`src/hdl/comparator_map.svh`:
```
// register map, field positions and reset values of the comparator control block
//
// Contract
// - module_enable, bit 7, turns the comparator on; zero holds it disabled.
// - reference_select, bit 6, picks plus pin (0) or internal bandgap (1).
// - event_flag, bit 5, is set by hardware on the selected compare event.
// - event_flag clears only when software writes one to bit 5.
// - event_irq_enable, bit 4, raises the interrupt request while the flag is set.
// - compare_result, bit 3, reads the live result; zero while disabled.
// - result_pin_enable, bit 2, drives the result onto result_pin; else undriven.
// - edge_select bits 1:0: 00 and 10 falling, 01 rising, 11 either edge.
// - the result is high when the plus input exceeds the minus input.
// - an enabled comparator keeps working in wait mode so it can wake the core.
// - the comparator is inactive in every stop mode and never wakes from stop.
// - the two deepest stop modes lose all state; block returns in reset state.
// - lightest stop halts clocks, keeps registers, no compare and no flagging.
// - lightest stop left by reset gives reset state; by interrupt resumes.
// - in background debug the block compares, flags and interrupts as normal.
// - capture_route_enable feeds the result to timer channel 0, hiding its pin.
// - one 8-bit register holds every control and status bit except capture_route_enable, which sits at offset 004.
`ifndef COMPARATOR_MAP_SVH
`define COMPARATOR_MAP_SVH

// ----------------------------------------
// register offsets
// ----------------------------------------
`define CMP_STATUS_CONTROL_OFFSET 12'h000
`define CMP_SYSTEM_OPTIONS_OFFSET 12'h004
`define CMP_ADDR_WIDTH 12

// ----------------------------------------
// field positions
// ----------------------------------------
`define CMP_BIT_ENABLE 7
`define CMP_BIT_REF_SEL 6
`define CMP_BIT_FLAG 5
`define CMP_BIT_IRQ_EN 4
`define CMP_BIT_RESULT 3
`define CMP_BIT_PIN_EN 2
`define CMP_BIT_EDGE_HI 1
`define CMP_BIT_EDGE_LO 0
`define CMP_BIT_CAPTURE_ROUTE 0

// ----------------------------------------
// edge modes and reset values
// ----------------------------------------
`define CMP_EDGE_FALL_A 2'h0
`define CMP_EDGE_RISE 2'h1
`define CMP_EDGE_FALL_B 2'h2
`define CMP_EDGE_BOTH 2'h3
`define CMP_CTRL_RESET 8'h00
`define CMP_OPT_RESET 1'h0
`define CMP_SYNC_STAGES 2'h2

`endif

```
`src/hdl/comparator_pkg.sv`:
```
// types shared by the comparator control block
package comparator_pkg;

  // ----------------------------------------
  // power modes seen by the block
  // ----------------------------------------
  typedef enum logic [4:0] {
    PWR_RUN = 5'h01,
    PWR_WAIT = 5'h02,
    PWR_STOP_LIGHT = 5'h04,
    PWR_STOP_DEEP = 5'h08,
    PWR_DEBUG = 5'h10
  } power_mode_e;

  // ----------------------------------------
  // control fields of the status/control byte
  // ----------------------------------------
  typedef struct packed {
    logic module_enable;
    logic reference_select;
    logic event_irq_enable;
    logic result_pin_enable;
    logic [1:0] edge_select;
  } control_s;

  // ----------------------------------------
  // pin-side signals of the comparator
  // ----------------------------------------
  typedef struct packed {
    logic result_pin_o;
    logic result_pin_oe;
    logic capture_in;
    logic capture_pin_block;
  } pin_out_s;

endpackage

```
`src/hdl/result_sync.sv`:
```
// two-stage synchroniser with edge detection for the raw comparator result
module result_sync (
  // clock and reset
  input wire logic pclk,
  input wire logic presetn,
  // control
  input wire logic run,
  input wire logic raw,
  // result
  output logic level,
  output logic rise,
  output logic fall
);
  logic meta_ff;
  logic sync_ff;
  logic prev_ff;

  // ----------------------------------------
  // synchroniser; the meta stage feeds only the second stage
  // ----------------------------------------
  always_ff @(posedge pclk or negedge presetn) begin
    if (!presetn) begin
      meta_ff <= 1'b0;
      sync_ff <= 1'b0;
    end else if (!run) begin
      meta_ff <= 1'b0;
      sync_ff <= 1'b0;
    end else begin
      meta_ff <= raw;
      sync_ff <= meta_ff;
    end
  end

  // ----------------------------------------
  // previous sample; cleared with run, so an input already high at enable gives one rise
  // ----------------------------------------
  always_ff @(posedge pclk or negedge presetn) begin
    if (!presetn) begin
      prev_ff <= 1'b0;
    end else if (!run) begin
      prev_ff <= 1'b0;
    end else begin
      prev_ff <= sync_ff;
    end
  end

  assign level = sync_ff;
  assign rise = run && sync_ff && !prev_ff;
  assign fall = run && !sync_ff && prev_ff;

endmodule // result_sync

```
`src/hdl/comparator_control.sv`:
```
// comparator control and status logic with apb register access
//
// Implementation choices: the address map and register access over APB.
`include "comparator_map.svh"

module comparator_control (
  // clock and reset
  input wire logic pclk,
  input wire logic presetn,
  // apb slave
  input wire logic psel,
  input wire logic penable,
  input wire logic pwrite,
  input wire logic [11:0] paddr,
  input wire logic [31:0] pwdata,
  input wire logic [3:0] pstrb,
  output logic [31:0] prdata,
  output logic pready,
  output logic pslverr,
  // analog core
  input wire logic analog_result,
  output logic core_enable,
  output logic reference_select,
  // power mode
  input wire comparator_pkg::power_mode_e power_mode,
  // pins and timer
  output comparator_pkg::pin_out_s pins,
  // interrupt
  output logic irq
);
  import comparator_pkg::*;

  control_s ctrl_ff;
  logic event_flag_ff;
  logic capture_route_ff;
  logic result_ff;
  logic stop_light;
  logic stop_deep;
  logic run;
  logic sync_level;
  logic rise;
  logic fall;
  logic [1:0] warm_ff;
  logic settled;
  logic edge_hit;
  logic wr_en;
  logic rd_en;
  logic hit_ctrl;
  logic hit_opt;
  logic clear_flag;
  logic [7:0] ctrl_byte;

  // ----------------------------------------
  // mode decode
  // ----------------------------------------
  // wait and debug run as normal; only stop modes silence the comparator
  assign stop_light = (power_mode == PWR_STOP_LIGHT);
  assign stop_deep = (power_mode == PWR_STOP_DEEP);
  assign run = ctrl_ff.module_enable && !stop_light && !stop_deep;

  // ----------------------------------------
  // apb decode
  // ----------------------------------------
  // zero wait states; unmapped addresses answer with pslverr
  assign hit_ctrl = (paddr == `CMP_STATUS_CONTROL_OFFSET);
  assign hit_opt = (paddr == `CMP_SYSTEM_OPTIONS_OFFSET);
  assign wr_en = psel && penable && pwrite && pstrb[0] && (hit_ctrl || hit_opt);
  assign rd_en = psel && penable && !pwrite;
  assign pready = 1'b1;
  assign pslverr = psel && penable && !(hit_ctrl || hit_opt);
  assign clear_flag = wr_en && hit_ctrl && pwdata[`CMP_BIT_FLAG];

  // ----------------------------------------
  // synchroniser and edge detection
  // ----------------------------------------
  result_sync u_sync (
    .pclk(pclk),
    .presetn(presetn),
    .run(run),
    .raw(analog_result),
    .level(sync_level),
    .rise(),
    .fall()
  );

  // ----------------------------------------
  // settle count after (re)start of the synchroniser
  // ----------------------------------------
  // the synchroniser restarts empty after a stop; until it is full its level
  // is not the core's, so the held result must not be compared against it
  always_ff @(posedge pclk or negedge presetn) begin
    if (!presetn) begin
      warm_ff <= 2'h0;
    end else if (!run) begin
      warm_ff <= 2'h0;
    end else if (warm_ff != `CMP_SYNC_STAGES) begin
      warm_ff <= warm_ff + 2'h1;
    end
  end

  assign settled = (warm_ff == `CMP_SYNC_STAGES);
  // edges against the last accepted sample, so light stop resumes cleanly
  assign rise = settled && sync_level && !result_ff;
  assign fall = settled && !sync_level && result_ff;

  always_comb begin
    case (ctrl_ff.edge_select)
      `CMP_EDGE_FALL_A: edge_hit = fall;
      `CMP_EDGE_RISE: edge_hit = rise;
      `CMP_EDGE_FALL_B: edge_hit = fall;
      `CMP_EDGE_BOTH: edge_hit = rise || fall;
      default: edge_hit = 1'b0;
    endcase
  end

  // ----------------------------------------
  // control fields
  // ----------------------------------------
  // deep stop powers the block down, so it comes back in reset state
  always_ff @(posedge pclk or negedge presetn) begin
    if (!presetn) begin
      ctrl_ff <= control_s'(6'h00);
    end else if (stop_deep) begin
      ctrl_ff <= control_s'(6'h00);
    end else if (stop_light) begin
      ctrl_ff <= ctrl_ff;
    end else if (wr_en && hit_ctrl) begin
      ctrl_ff.module_enable <= pwdata[`CMP_BIT_ENABLE];
      ctrl_ff.reference_select <= pwdata[`CMP_BIT_REF_SEL];
      ctrl_ff.event_irq_enable <= pwdata[`CMP_BIT_IRQ_EN];
      ctrl_ff.result_pin_enable <= pwdata[`CMP_BIT_PIN_EN];
      ctrl_ff.edge_select <= pwdata[`CMP_BIT_EDGE_HI:`CMP_BIT_EDGE_LO];
    end
  end

  // ----------------------------------------
  // system option bit for the capture route
  // ----------------------------------------
  always_ff @(posedge pclk or negedge presetn) begin
    if (!presetn) begin
      capture_route_ff <= `CMP_OPT_RESET;
    end else if (stop_deep) begin
      capture_route_ff <= `CMP_OPT_RESET;
    end else if (!stop_light && wr_en && hit_opt) begin
      capture_route_ff <= pwdata[`CMP_BIT_CAPTURE_ROUTE];
    end
  end

  // ----------------------------------------
  // event flag; a new event beats a clear in the same cycle
  // ----------------------------------------
  always_ff @(posedge pclk or negedge presetn) begin
    if (!presetn) begin
      event_flag_ff <= 1'b0;
    end else if (stop_deep) begin
      event_flag_ff <= 1'b0;
    end else if (stop_light) begin
      event_flag_ff <= event_flag_ff;
    end else if (edge_hit) begin
      event_flag_ff <= 1'b1;
    end else if (clear_flag) begin
      event_flag_ff <= 1'b0;
    end
  end

  // ----------------------------------------
  // result bit; held frozen through light stop
  // ----------------------------------------
  always_ff @(posedge pclk or negedge presetn) begin
    if (!presetn) begin
      result_ff <= 1'b0;
    end else if (stop_light) begin
      result_ff <= result_ff;
    end else if (!run) begin
      result_ff <= 1'b0;
    end else if (settled) begin
      result_ff <= sync_level;
    end
  end

  // ----------------------------------------
  // read data
  // ----------------------------------------
  assign ctrl_byte = {ctrl_ff.module_enable, ctrl_ff.reference_select, event_flag_ff,
                      ctrl_ff.event_irq_enable, result_ff, ctrl_ff.result_pin_enable,
                      ctrl_ff.edge_select};

  always_ff @(posedge pclk or negedge presetn) begin
    if (!presetn) begin
      prdata <= 32'h0000_0000;
    end else if (psel && !penable && !pwrite) begin
      if (hit_ctrl) begin
        prdata <= {24'h00_0000, ctrl_byte};
      end else if (hit_opt) begin
        prdata <= {31'h0000_0000, capture_route_ff};
      end else begin
        prdata <= 32'h0000_0000;
      end
    end else if (rd_en) begin
      prdata <= prdata;
    end
  end

  // ----------------------------------------
  // outputs to core, pins, timer and interrupt
  // ----------------------------------------
  // the debug pin must be freed by software first; that is outside this block
  // the bandgap buffer must already be on when reference 1 is chosen
  assign core_enable = run;
  assign reference_select = ctrl_ff.reference_select;
  assign pins.result_pin_o = result_ff;
  assign pins.result_pin_oe = ctrl_ff.result_pin_enable && ctrl_ff.module_enable;
  assign pins.capture_in = capture_route_ff && result_ff;
  assign pins.capture_pin_block = capture_route_ff;
  // no wake from stop: request gated off in any stop mode
  assign irq = event_flag_ff && ctrl_ff.event_irq_enable && !stop_light && !stop_deep;

endmodule // comparator_control

```
`config.mk`:
```
export PLATFORM = sky130hd
export DESIGN_NAME = comparator_control
export DESIGN_NICKNAME = d
export VERILOG_FILES = /design/src/hdl/comparator_pkg.sv /design/src/hdl/result_sync.sv /design/src/hdl/comparator_control.sv
export VERILOG_INCLUDE_DIRS = /design/src /design/src/hdl
export SDC_FILE = /design/constraint.sdc
export NUM_CORES = 1
export LEC_CHECK = 0
export ABC_AREA = 1
export BUFFER_PORTS_ARGS = -buffer_cell sky130_fd_sc_hd__buf_2
export CORE_MARGIN = 2
export CORE_UTILIZATION = 43
export DETAILED_ROUTE_END_ITERATION = 12
export GPL_TIMING_DRIVEN = 0
export PLACE_DENSITY = 0.82
export SYNTH_ARGS = -nofsm -noshare
export SYNTH_HDL_FRONTEND = slang
export SYNTH_SLANG_ARGS = --single-unit
```
`constraint.sdc`:
```
create_clock -name pclk -period 1.5 [get_ports pclk]
set_input_delay 0.15 -clock pclk [delete_from_list [all_inputs] [get_ports pclk]]
set_output_delay 0.15 -clock pclk [all_outputs]
set_load 0.02 [all_outputs]
```
==> results of run 1 <==
[synthesized netlist by cell type]
cell,n
o21a_1,1
nand4_1,7
nand3_1,6
nor3_4,1
buf_4,28
nor4_1,1
nor2_2,4
nand2_1,41
nand4_4,1
o21ai_2,1
conb_1,2
nor2_4,2
or2_2,1
a21oi_1,2
o21ai_0,9
inv_1,23
inv_2,2
ha_1,1
dfrtp_1,21
o31ai_1,4
nor2_1,13
nand2_4,1
nand2_2,2
[kinds of logic (layout without fill, tap and decap cells)]
logic type,Yosys count,after routing,synth area share
fa+ha+maj,1,1,0.00927
buf+inv,53,104,0.225
simple gates,80,80,0.295
flops,21,21,0.390
compound gates,17,17,0.0751
other cells,2,25,0.00557
[power by group through the flow]
stage	registers, uW	logic [uW]	clock network [uW]
finish	581	246	285
global placement	593	239	0
CTS	582	246	291
floorplan	596	167	0
global route	583	273	307
detailed placement	593	244	0
[registers in the layout (all words and copies together) (netlist names)]
signal / cells
u_sync.meta_ff: 1
reference_select: 1
capture_route_ff: 1
u_sync.level: 1
result_ff: 1
prdata: 8
warm_ff: 2
event_flag_ff: 1
ctrl_byte: 5
[path summary, 6_finish.rpt]
kind,startpoint,endpoint,slack (ns)
min in group asynchronous,presetn,prdata[2],0.30
min reg2reg,u_sync.meta_ff,u_sync.level,0.48
max,ctrl_byte[4],irq,0.14
max reg2reg,warm_ff[0],event_flag_ff,0.32
min,analog_result,u_sync.meta_ff,0.02
max in group asynchronous,presetn,reference_select,0.88
[worst max-delay path: cells and delay by family, from the launching register on]
family	cells	cell delay [ns]
simple gates	1	0.27
buf+inv	2	0.26
flops	1	0.37
[layout by cell type (no fill, tap or decap), types with 2 or more instances in the layout]
master | netlist | final
a21oi_1 | 2 | 2
nor2_2 | 4 | 4
nand2_1 | 41 | 41
nand4_1 | 7 | 7
buf_2 | 0 | 45
nand2_2 | 2 | 2
o31ai_1 | 4 | 4
inv_1 | 23 | 23
o21ai_0 | 9 | 9
nor2_4 | 2 | 2
clkbuf_4 | 0 | 3
inv_2 | 2 | 2
dfrtp_1 | 21 | 21
nand3_1 | 6 | 6
nor2_1 | 13 | 13
conb_1 | 2 | 25
buf_4 | 28 | 29
[cell type report]
class | instances | area, sq um
Inverter | 25 | 93.8
Multi-Input combinational cell | 123 | 612
Clock inverter | 1 | 5.00
Timing Repair Buffer | 47 | 243
Clock buffer | 3 | 22.5
Buffer | 28 | 210
Fill cell | 294 | 1260
Sequential cell | 21 | 526
Tap cell | 44 | 55.1
[stage by stage]
stage | setup slack [ns] | std cells | total power, uW
finish | 0.143 | 292 | 1110
global route | 0.0129 | 292 | 1160
CTS | 0.0251 | 292 | 1120
detailed placement | 0.116 | 287 | 836
global placement | 0.142 | 287 | 832
floorplan | 0.106 | 197 | 763
[per-layer routing]
| metal | track usage | routed length, microns | up-vias |
|---|---|---|---|
| li1 | - | - | 639 |
| met1 | 0.189 | 1200 | 515 |
| met2 | 0.301 | 1240 | 39 |
| met3 | 0.0260 | 147 | 5 |
| met4 | 0.0571 | 37 | 0 |
| met5 | 0 | 0 | - |
[repair_timing]
item | in CTS | in global routing
gates resized for setup | 0 | 2
endpoints found under the setup margin | 0 | 1
hold endpoints to repair | 21 | 0
hold buffers | 1 | 0
==> flow_metrics.env, run 1 <==
export IMPL_status="finished clean"
export IMPL_synth_top_area_frac=0.390
export IMPL_cp_slowest_cell="dfrtp_1"
export IMPL_ant_nets=0
export IMPL_clk_pin_slew_ns=0.12
export IMPL_n_antenna_cell=0
export IMPL_cap_violations=0
export IMPL_cts_tree="built"
export IMPL_grt_pass1_wl_microns=4430
export IMPL_place_area_sq_um=1720
export IMPL_startpoint_type="flop"
export IMPL_worstPathCellList="inv_1 -> nor4_2 -> buf_4"
export IMPL_area_growth_pct=31.0
export IMPL_ios=100
export IMPL_pwr_share_comb=0.221
export IMPL_power_density_nw_per_um2=629
export IMPL_cpPeakStageDelay_ns=0.37
export IMPL_synth_area_per_cell_sq_um=7.75
export IMPL_rows=20
export IMPL_grt_start_max_net_pins=22
export IMPL_hold_path_class="in -> reg"
export IMPL_yosysTopAreaCell="dfrtp_1"
export IMPL_pwr_share_seq=0.522
export IMPL_synth_top_cells_by_area="dfrtp_1 (39%), buf_4 (16%), nand2_1 (11%), inv_1 (6.4%), nor2_1 (3.6%)"
export IMPL_cts_root_buffer="clkbuf_4"
export IMPL_finalHoldViolations=0
export IMPL_numCtsBuffers=3
export IMPL_vias_per_cell=4.10
export IMPL_fin_worst_skew_ns=0.00148
export IMPL_crit_required_ns=1.35
export IMPL_fin_crit_ns=1.36
export IMPL_drt_iter0_markers=33
export IMPL_slew_violations=0
export IMPL_clk_latency_ns=0.31
export IMPL_first_pass_iters=4
export IMPL_grt_ovfl_total=0
export IMPL_syn_inst=174
export IMPL_hpwl_microns=2180
export IMPL_setup_tns_ns=0
export IMPL_cts_setup_buffers=0
export IMPL_p_int_uw=780
export IMPL_post_route_drc_count=0
export IMPL_holdWs_ns=0.0238
export IMPL_rr_worst_depth=8
export IMPL_postLayoutCoreUtil=0.583
export IMPL_cts_path_max_buffers=2
export IMPL_yosys_warnings=0
export IMPL_final_area_sq_um=1770
export IMPL_wl_microns=2630
export IMPL_setup_violations_final=0
export IMPL_path_class="reg -> out"
export IMPL_leakage_uw=0.00104
export IMPL_rsz0062_at_grt="no"
export IMPL_arrival_ns=1.21
export IMPL_layout_drive_gt1_share=0.379
export IMPL_die_w_microns=60.0
export IMPL_ys_ff_latch=21
export IMPL_final_nets=309
export IMPL_pwr_share_clk=0.256
export IMPL_synth_area_sq_um=1350
export IMPL_power_switching_uw=332
export IMPL_fin_crit_sh=0.904
export IMPL_vias=1198
export IMPL_cts_sinks=21
export IMPL_fp_dieArea_sq_um=3600
export IMPL_grt_pass1_vias=1101
export IMPL_peakVddDrop_mv=0.288
export IMPL_grt_antenna_before_repair=0
export IMPL_hold_depth=3
export IMPL_ys_seq_area_frac=0.390
export IMPL_fmax_mhz=737
export IMPL_power_share_switching=0.298
export IMPL_start_util=0.445
export IMPL_die_h_microns=60.0
export IMPL_core_area_sq_um=3030
export IMPL_yosysUniqueCellTypes=23
export IMPL_worstSetupEndpointType="output port"
export IMPL_gp_congestion=0.809
export IMPL_htreeDepth=1
export IMPL_wire_per_inst_microns=9.00
export IMPL_crit_fanout=2
export IMPL_track_usage=0.164
export IMPL_io_buffers=46
No activity file was read; power rests on OpenSTA's default activity.
==> run 2: changes to the inputs <==
==> constraint.sdc (replaced) <==
create_clock -name pclk -period 1.5 [get_ports pclk]
set_input_delay 0.15 -clock pclk [delete_from_list [all_inputs] [get_ports pclk]]
set_output_delay 0.15 -clock pclk [all_outputs]
set_load 0.01 [all_outputs]
==> flow_metrics.env, run 2 (synthesis results as in run 1) <==
export IMPL_wl_microns=2650
export IMPL_cts_path_max_buffers=2
export IMPL_fin_crit_sh=0.930
export IMPL_clk_pin_slew_ns=0.12
export IMPL_startpoint_type="flop"
export IMPL_peakVddDrop_mv=0.273
export IMPL_grt_pass1_wl_microns=4430
export IMPL_grtUsageMet1=0.189
export IMPL_setup_tns_ns=0
export IMPL_fin_ws_ns=0.105
export IMPL_post_route_drc_count=0
export IMPL_rows=20
export IMPL_finalHoldViolations=0
export IMPL_leakage_uw=0.00104
export IMPL_hold_path_class="in -> reg"
export IMPL_cts_root_buffer="clkbuf_4"
export IMPL_grt_pass1_vias=1101
export IMPL_cap_violations=0
export IMPL_gr_usage_met2=0.301
export IMPL_crit_fanout=3
export IMPL_power_share_switching=0.276
export IMPL_crit_required_ns=1.35
export IMPL_die_w_microns=60.0
export IMPL_fp_dieArea_sq_um=3600
export IMPL_arrival_ns=1.25
export IMPL_fmax_mhz=717
export IMPL_final_nets=309
export IMPL_rsz0062_at_grt="no"
export IMPL_status="finished clean"
export IMPL_final_area_sq_um=1760
export IMPL_first_pass_iters=4
export IMPL_place_area_sq_um=1720
export IMPL_layout_common_cells="buf_2 (46), nand2_1 (41), buf_4 (28), conb_1 (25), inv_1 (23)"
export IMPL_die_h_microns=60.0
export IMPL_grtUsageMet3=0.0260
export IMPL_io_buffers=46
export IMPL_power_switching_uw=297
export IMPL_p_int_uw=778
export IMPL_busiest_layer="met2"
export IMPL_path_class="reg -> out"
export IMPL_largest_register="prdata"
export IMPL_gp_congestion=0.809
export IMPL_dp_cells=287
export IMPL_ant_nets=0
export IMPL_pwr_share_clk=0.265
export IMPL_cts_setup_buffers=0
export IMPL_vias=1201
export IMPL_grt_ovfl_total=0
export IMPL_wire_per_inst_microns=9.08
export IMPL_hpwl_microns=2180
export IMPL_area_growth_pct=30.8
export IMPL_htreeDepth=1
export IMPL_vias_per_cell=4.11
export IMPL_largest_reg_flops=8
export IMPL_worstSetupEndpointType="output port"
export IMPL_fin_worst_skew_ns=0.000678
export IMPL_final_fill_count=293
export IMPL_setup_violations_final=0
export IMPL_cts_sinks=21
export IMPL_dp_slack_ns=0.150
export IMPL_start_util=0.445
export IMPL_final_common_cell="buf_2"
export IMPL_power_density_nw_per_um2=609
export IMPL_grt_start_max_net_pins=22
export IMPL_fin_cells=292
export IMPL_grt_antenna_before_repair=0
export IMPL_pwr_share_seq=0.541
export IMPL_layout_drive_gt1_share=0.379
export IMPL_drt_iter0_markers=30
export IMPL_numCtsBuffers=3
export IMPL_ios=100
export IMPL_pwr_share_comb=0.194
export IMPL_fin_crit_ns=1.40
export IMPL_clk_latency_ns=0.31
export IMPL_core_area_sq_um=3030
export IMPL_slew_violations=0
export IMPL_cts_tree="built"
export IMPL_n_antenna_cell=0
export IMPL_track_usage=0.164
==> run 2: cell counts in the layout (fill, tap and decap cells not counted) <==
No cell type changed its count.
==> run 2: layout make-up <==
type                       count  area (sq um)  share of cell area
multi-input combinational    123           612               0.347
sequential                    21           526               0.298
timing repair buffer          47           240               0.136
buffer                        28           210               0.119
inverter                      25          93.8              0.0532
tap                           44          55.1              0.0312
clock buffer                   3          22.5              0.0128
clock inverter                 1          5.00             0.00284
==> run 2: power by group through the flow <==
stage               registers, uW  logic (uW)  clock network, uW
floorplan                     593         133                  0
global placement              593         202                  0
finish                        581         209                285
global route                  583         236                307
detailed placement            593         207                  0
CTS                           582         209                291
==> run 2: stage by stage <==
stage	hold slack, ns	total power (uW)	utilization
after floorplan	-0.146	726	-
after global placement	0.115	795	0.568
after detailed placement	0.132	799	0.568
after CTS	0.0189	1080	0.581
after global routing	0.0210	1130	0.583
final	0.0238	1080	0.583
==> run 2: worst paths after layout <==
path	startpoint	end	slack [ns]	cells after the start
max	event_flag_ff	irq	0.10	3
min	analog_result	u_sync.meta_ff	0.02	3
max reg2reg	warm_ff[0]	event_flag_ff	0.32	8
min reg2reg	u_sync.meta_ff	u_sync.level	0.48	2
max in group asynchronous	presetn	warm_ff[1]	0.89	2
min in group asynchronous	presetn	prdata[2]	0.30	2
==> run 2: what timing repair did <==
item | 4_1_cts | 5_1_grt
setup endpoints to repair | 0 | 1
hold buffers | 1 | 0
endpoints found under the hold margin | 21 | 0
gates resized for setup | 0 | 1
==> run 2: metal layers <==
metal  up-vias  part of all wire
li1        640                 -
met1       513              0.45
met2        43              0.47
met3         5             0.064
met4         0             0.014
met5         -                 0
==> run 2: critical path: stages (launching register included) <==
cell	delay, ns
dfrtp_1	0.39
inv_1	0.07
nor4_2	0.29
buf_2	0.18
==> run 3: changes to the inputs <==
--- a/config.mk
+++ b/config.mk
@@ -13,6 +13,8 @@
 export DETAILED_ROUTE_END_ITERATION = 12
 export GPL_TIMING_DRIVEN = 0
 export PLACE_DENSITY = 0.82
+export RECOVER_POWER = 50
 export SYNTH_ARGS = -nofsm -noshare
 export SYNTH_HDL_FRONTEND = slang
 export SYNTH_SLANG_ARGS = --single-unit
+export TNS_END_PERCENT = 50
==> flow_metrics.env, run 3 (synthesis results as in run 1) <==
export IMPL_min_to="u_sync.meta_ff"
export IMPL_area_growth_pct=30.8
export IMPL_rr_startpoint="warm_ff[0]"
export IMPL_wire_per_inst_microns=9.08
export IMPL_htreeDepth=1
export IMPL_max_slew_margin=0.656
export IMPL_rows=20
export IMPL_io_buffers=46
export IMPL_largest_reg_flops=8
export IMPL_grt_pass1_vias=1101
export IMPL_fin_worst_skew_ns=0.000678
export IMPL_ant_nets=0
export IMPL_die_w_microns=60.0
export IMPL_largest_register="prdata"
export IMPL_vias=1201
export IMPL_status="finished clean"
export IMPL_seq_area_sq_um=526
export IMPL_fin_crit_sh=0.930
export IMPL_grt_start_max_net_pins=22
export IMPL_track_usage=0.164
export IMPL_dp_slack_ns=0.150
export IMPL_final_fill_count=293
export IMPL_power_density_nw_per_um2=609
export IMPL_grt_pass1_wl_microns=4430
export IMPL_multiInputGateArea_sq_um=612
export IMPL_holdWs_ns=0.0238
export IMPL_final_nets=309
export IMPL_grt_ovfl_total=0
export IMPL_post_route_drc_count=0
export IMPL_cts_path_max_buffers=2
export IMPL_rr_worst_depth=8
export IMPL_clk_pin_slew_ns=0.12
export IMPL_first_pass_iters=4
export IMPL_gp_congestion=0.809
export IMPL_start_util=0.445
export IMPL_vias_per_cell=4.11
export IMPL_arrival_ns=1.25
export IMPL_fin_crit_ns=1.40
export IMPL_setup_violations_final=0
export IMPL_finalHoldViolations=0
export IMPL_grt_antenna_before_repair=0
export IMPL_crit_fanout=3
export IMPL_n_antenna_cell=0
export IMPL_fmax_mhz=717
export IMPL_leakage_uw=0.00104
export IMPL_final_common_cell="buf_2"
export IMPL_power_total_uw=1080
export IMPL_hold_path_class="in -> reg"
export IMPL_layout_drive_gt1_share=0.379
export IMPL_die_h_microns=60.0
export IMPL_crit_required_ns=1.35
export IMPL_peakVddDrop_mv=0.273
export IMPL_cap_violations=0
export IMPL_path_class="reg -> out"
export IMPL_fp_dieArea_sq_um=3600
export IMPL_reg2reg_to="event_flag_ff"
export IMPL_setup_tns_ns=0
export IMPL_hpwl_microns=2180
export IMPL_numCtsBuffers=3
export IMPL_layout_common_cells="buf_2 (45), nand2_1 (41), buf_4 (28), conb_1 (25), inv_1 (23)"
export IMPL_core_area_sq_um=3030
export IMPL_slew_violations=0
export IMPL_cts_sinks=21
export IMPL_rsz0062_at_grt="no"
export IMPL_startpoint_type="flop"
export IMPL_regToRegSetupSlack_ns=0.32
export IMPL_hold_depth=3
export IMPL_ios=100
export IMPL_cts_tree="built"
export IMPL_cts_root_buffer="clkbuf_4"
export IMPL_tightest_slew_ns=0.516
export IMPL_hold_path_startpoint="analog_result"
export IMPL_drt_iter0_markers=30
export IMPL_wl_microns=2650
export IMPL_clk_latency_ns=0.31
export IMPL_fin_ws_ns=0.105
export IMPL_worstSetupEndpointType="output port"
## run 3: changes by cell type in the layout (fill, tap and decap cells not counted), sizes merged
cell	change
buf	-1
clkbuf	+1
## run 3: worst max path at each step
stage | startpoint | end | slack (ns) | depth (start not counted)
final | event_flag_ff | irq | 0.10 | 3
after detailed placement | power_mode[3] | irq | 0.15 | 8
after CTS | event_flag_ff | irq | 0.06 | 3
after floorplan | power_mode[3] | irq | 0.38 | 6
after global routing | event_flag_ff | irq | 0.02 | 3
after global placement | power_mode[3] | irq | 0.18 | 8
## run 3: worst max-delay path, cell delays in order, from the launching register on
cell and delay (ns):
dfrtp_1 0.39, inv_1 0.07, nor4_2 0.29, buf_2 0.18
## run 3: timing repair
action,4_1_cts,5_1_grt
hold buffers,1,0
hold endpoints to repair,21,0
setup endpoints to repair,0,1
buffers inserted,0,0
gates resized for setup,0,1
## run 3: where the power goes
group / total, uW / switching [uW] / internal, uW
logic: 209 / 105 / 104
clock network: 285 / 185 / 99.9
registers: 581 / 6.13 / 575
## run 3: routing by layer
layer  track usage  routed length, microns
met5             0                       0
met4        0.0571                      38
met3        0.0260                     169
met2         0.301                    1250
met1         0.189                    1190
## run 3: layout make-up
| cell class | instances | area share |
|---|---|---|
| Sequential cell | 21 | 0.298 |
| Multi-Input combinational cell | 123 | 0.347 |
| Timing Repair Buffer | 47 | 0.136 |
| Inverter | 25 | 0.0532 |
| Clock inverter | 1 | 0.00284 |
| Buffer | 28 | 0.119 |
| Clock buffer | 3 | 0.0128 |
| Tap cell | 44 | 0.0312 |
## run 3: through the flow
| stage | utilization | std cells | instance area, sq um |
|---|---|---|---|
| finish | 0.583 | 292 | 1760 |
| global route | 0.583 | 292 | 1760 |
| CTS | 0.581 | 292 | 1760 |
| detailed placement | 0.568 | 287 | 1720 |
| global placement | 0.568 | 287 | 1720 |
| floorplan | - | 197 | 1440 |
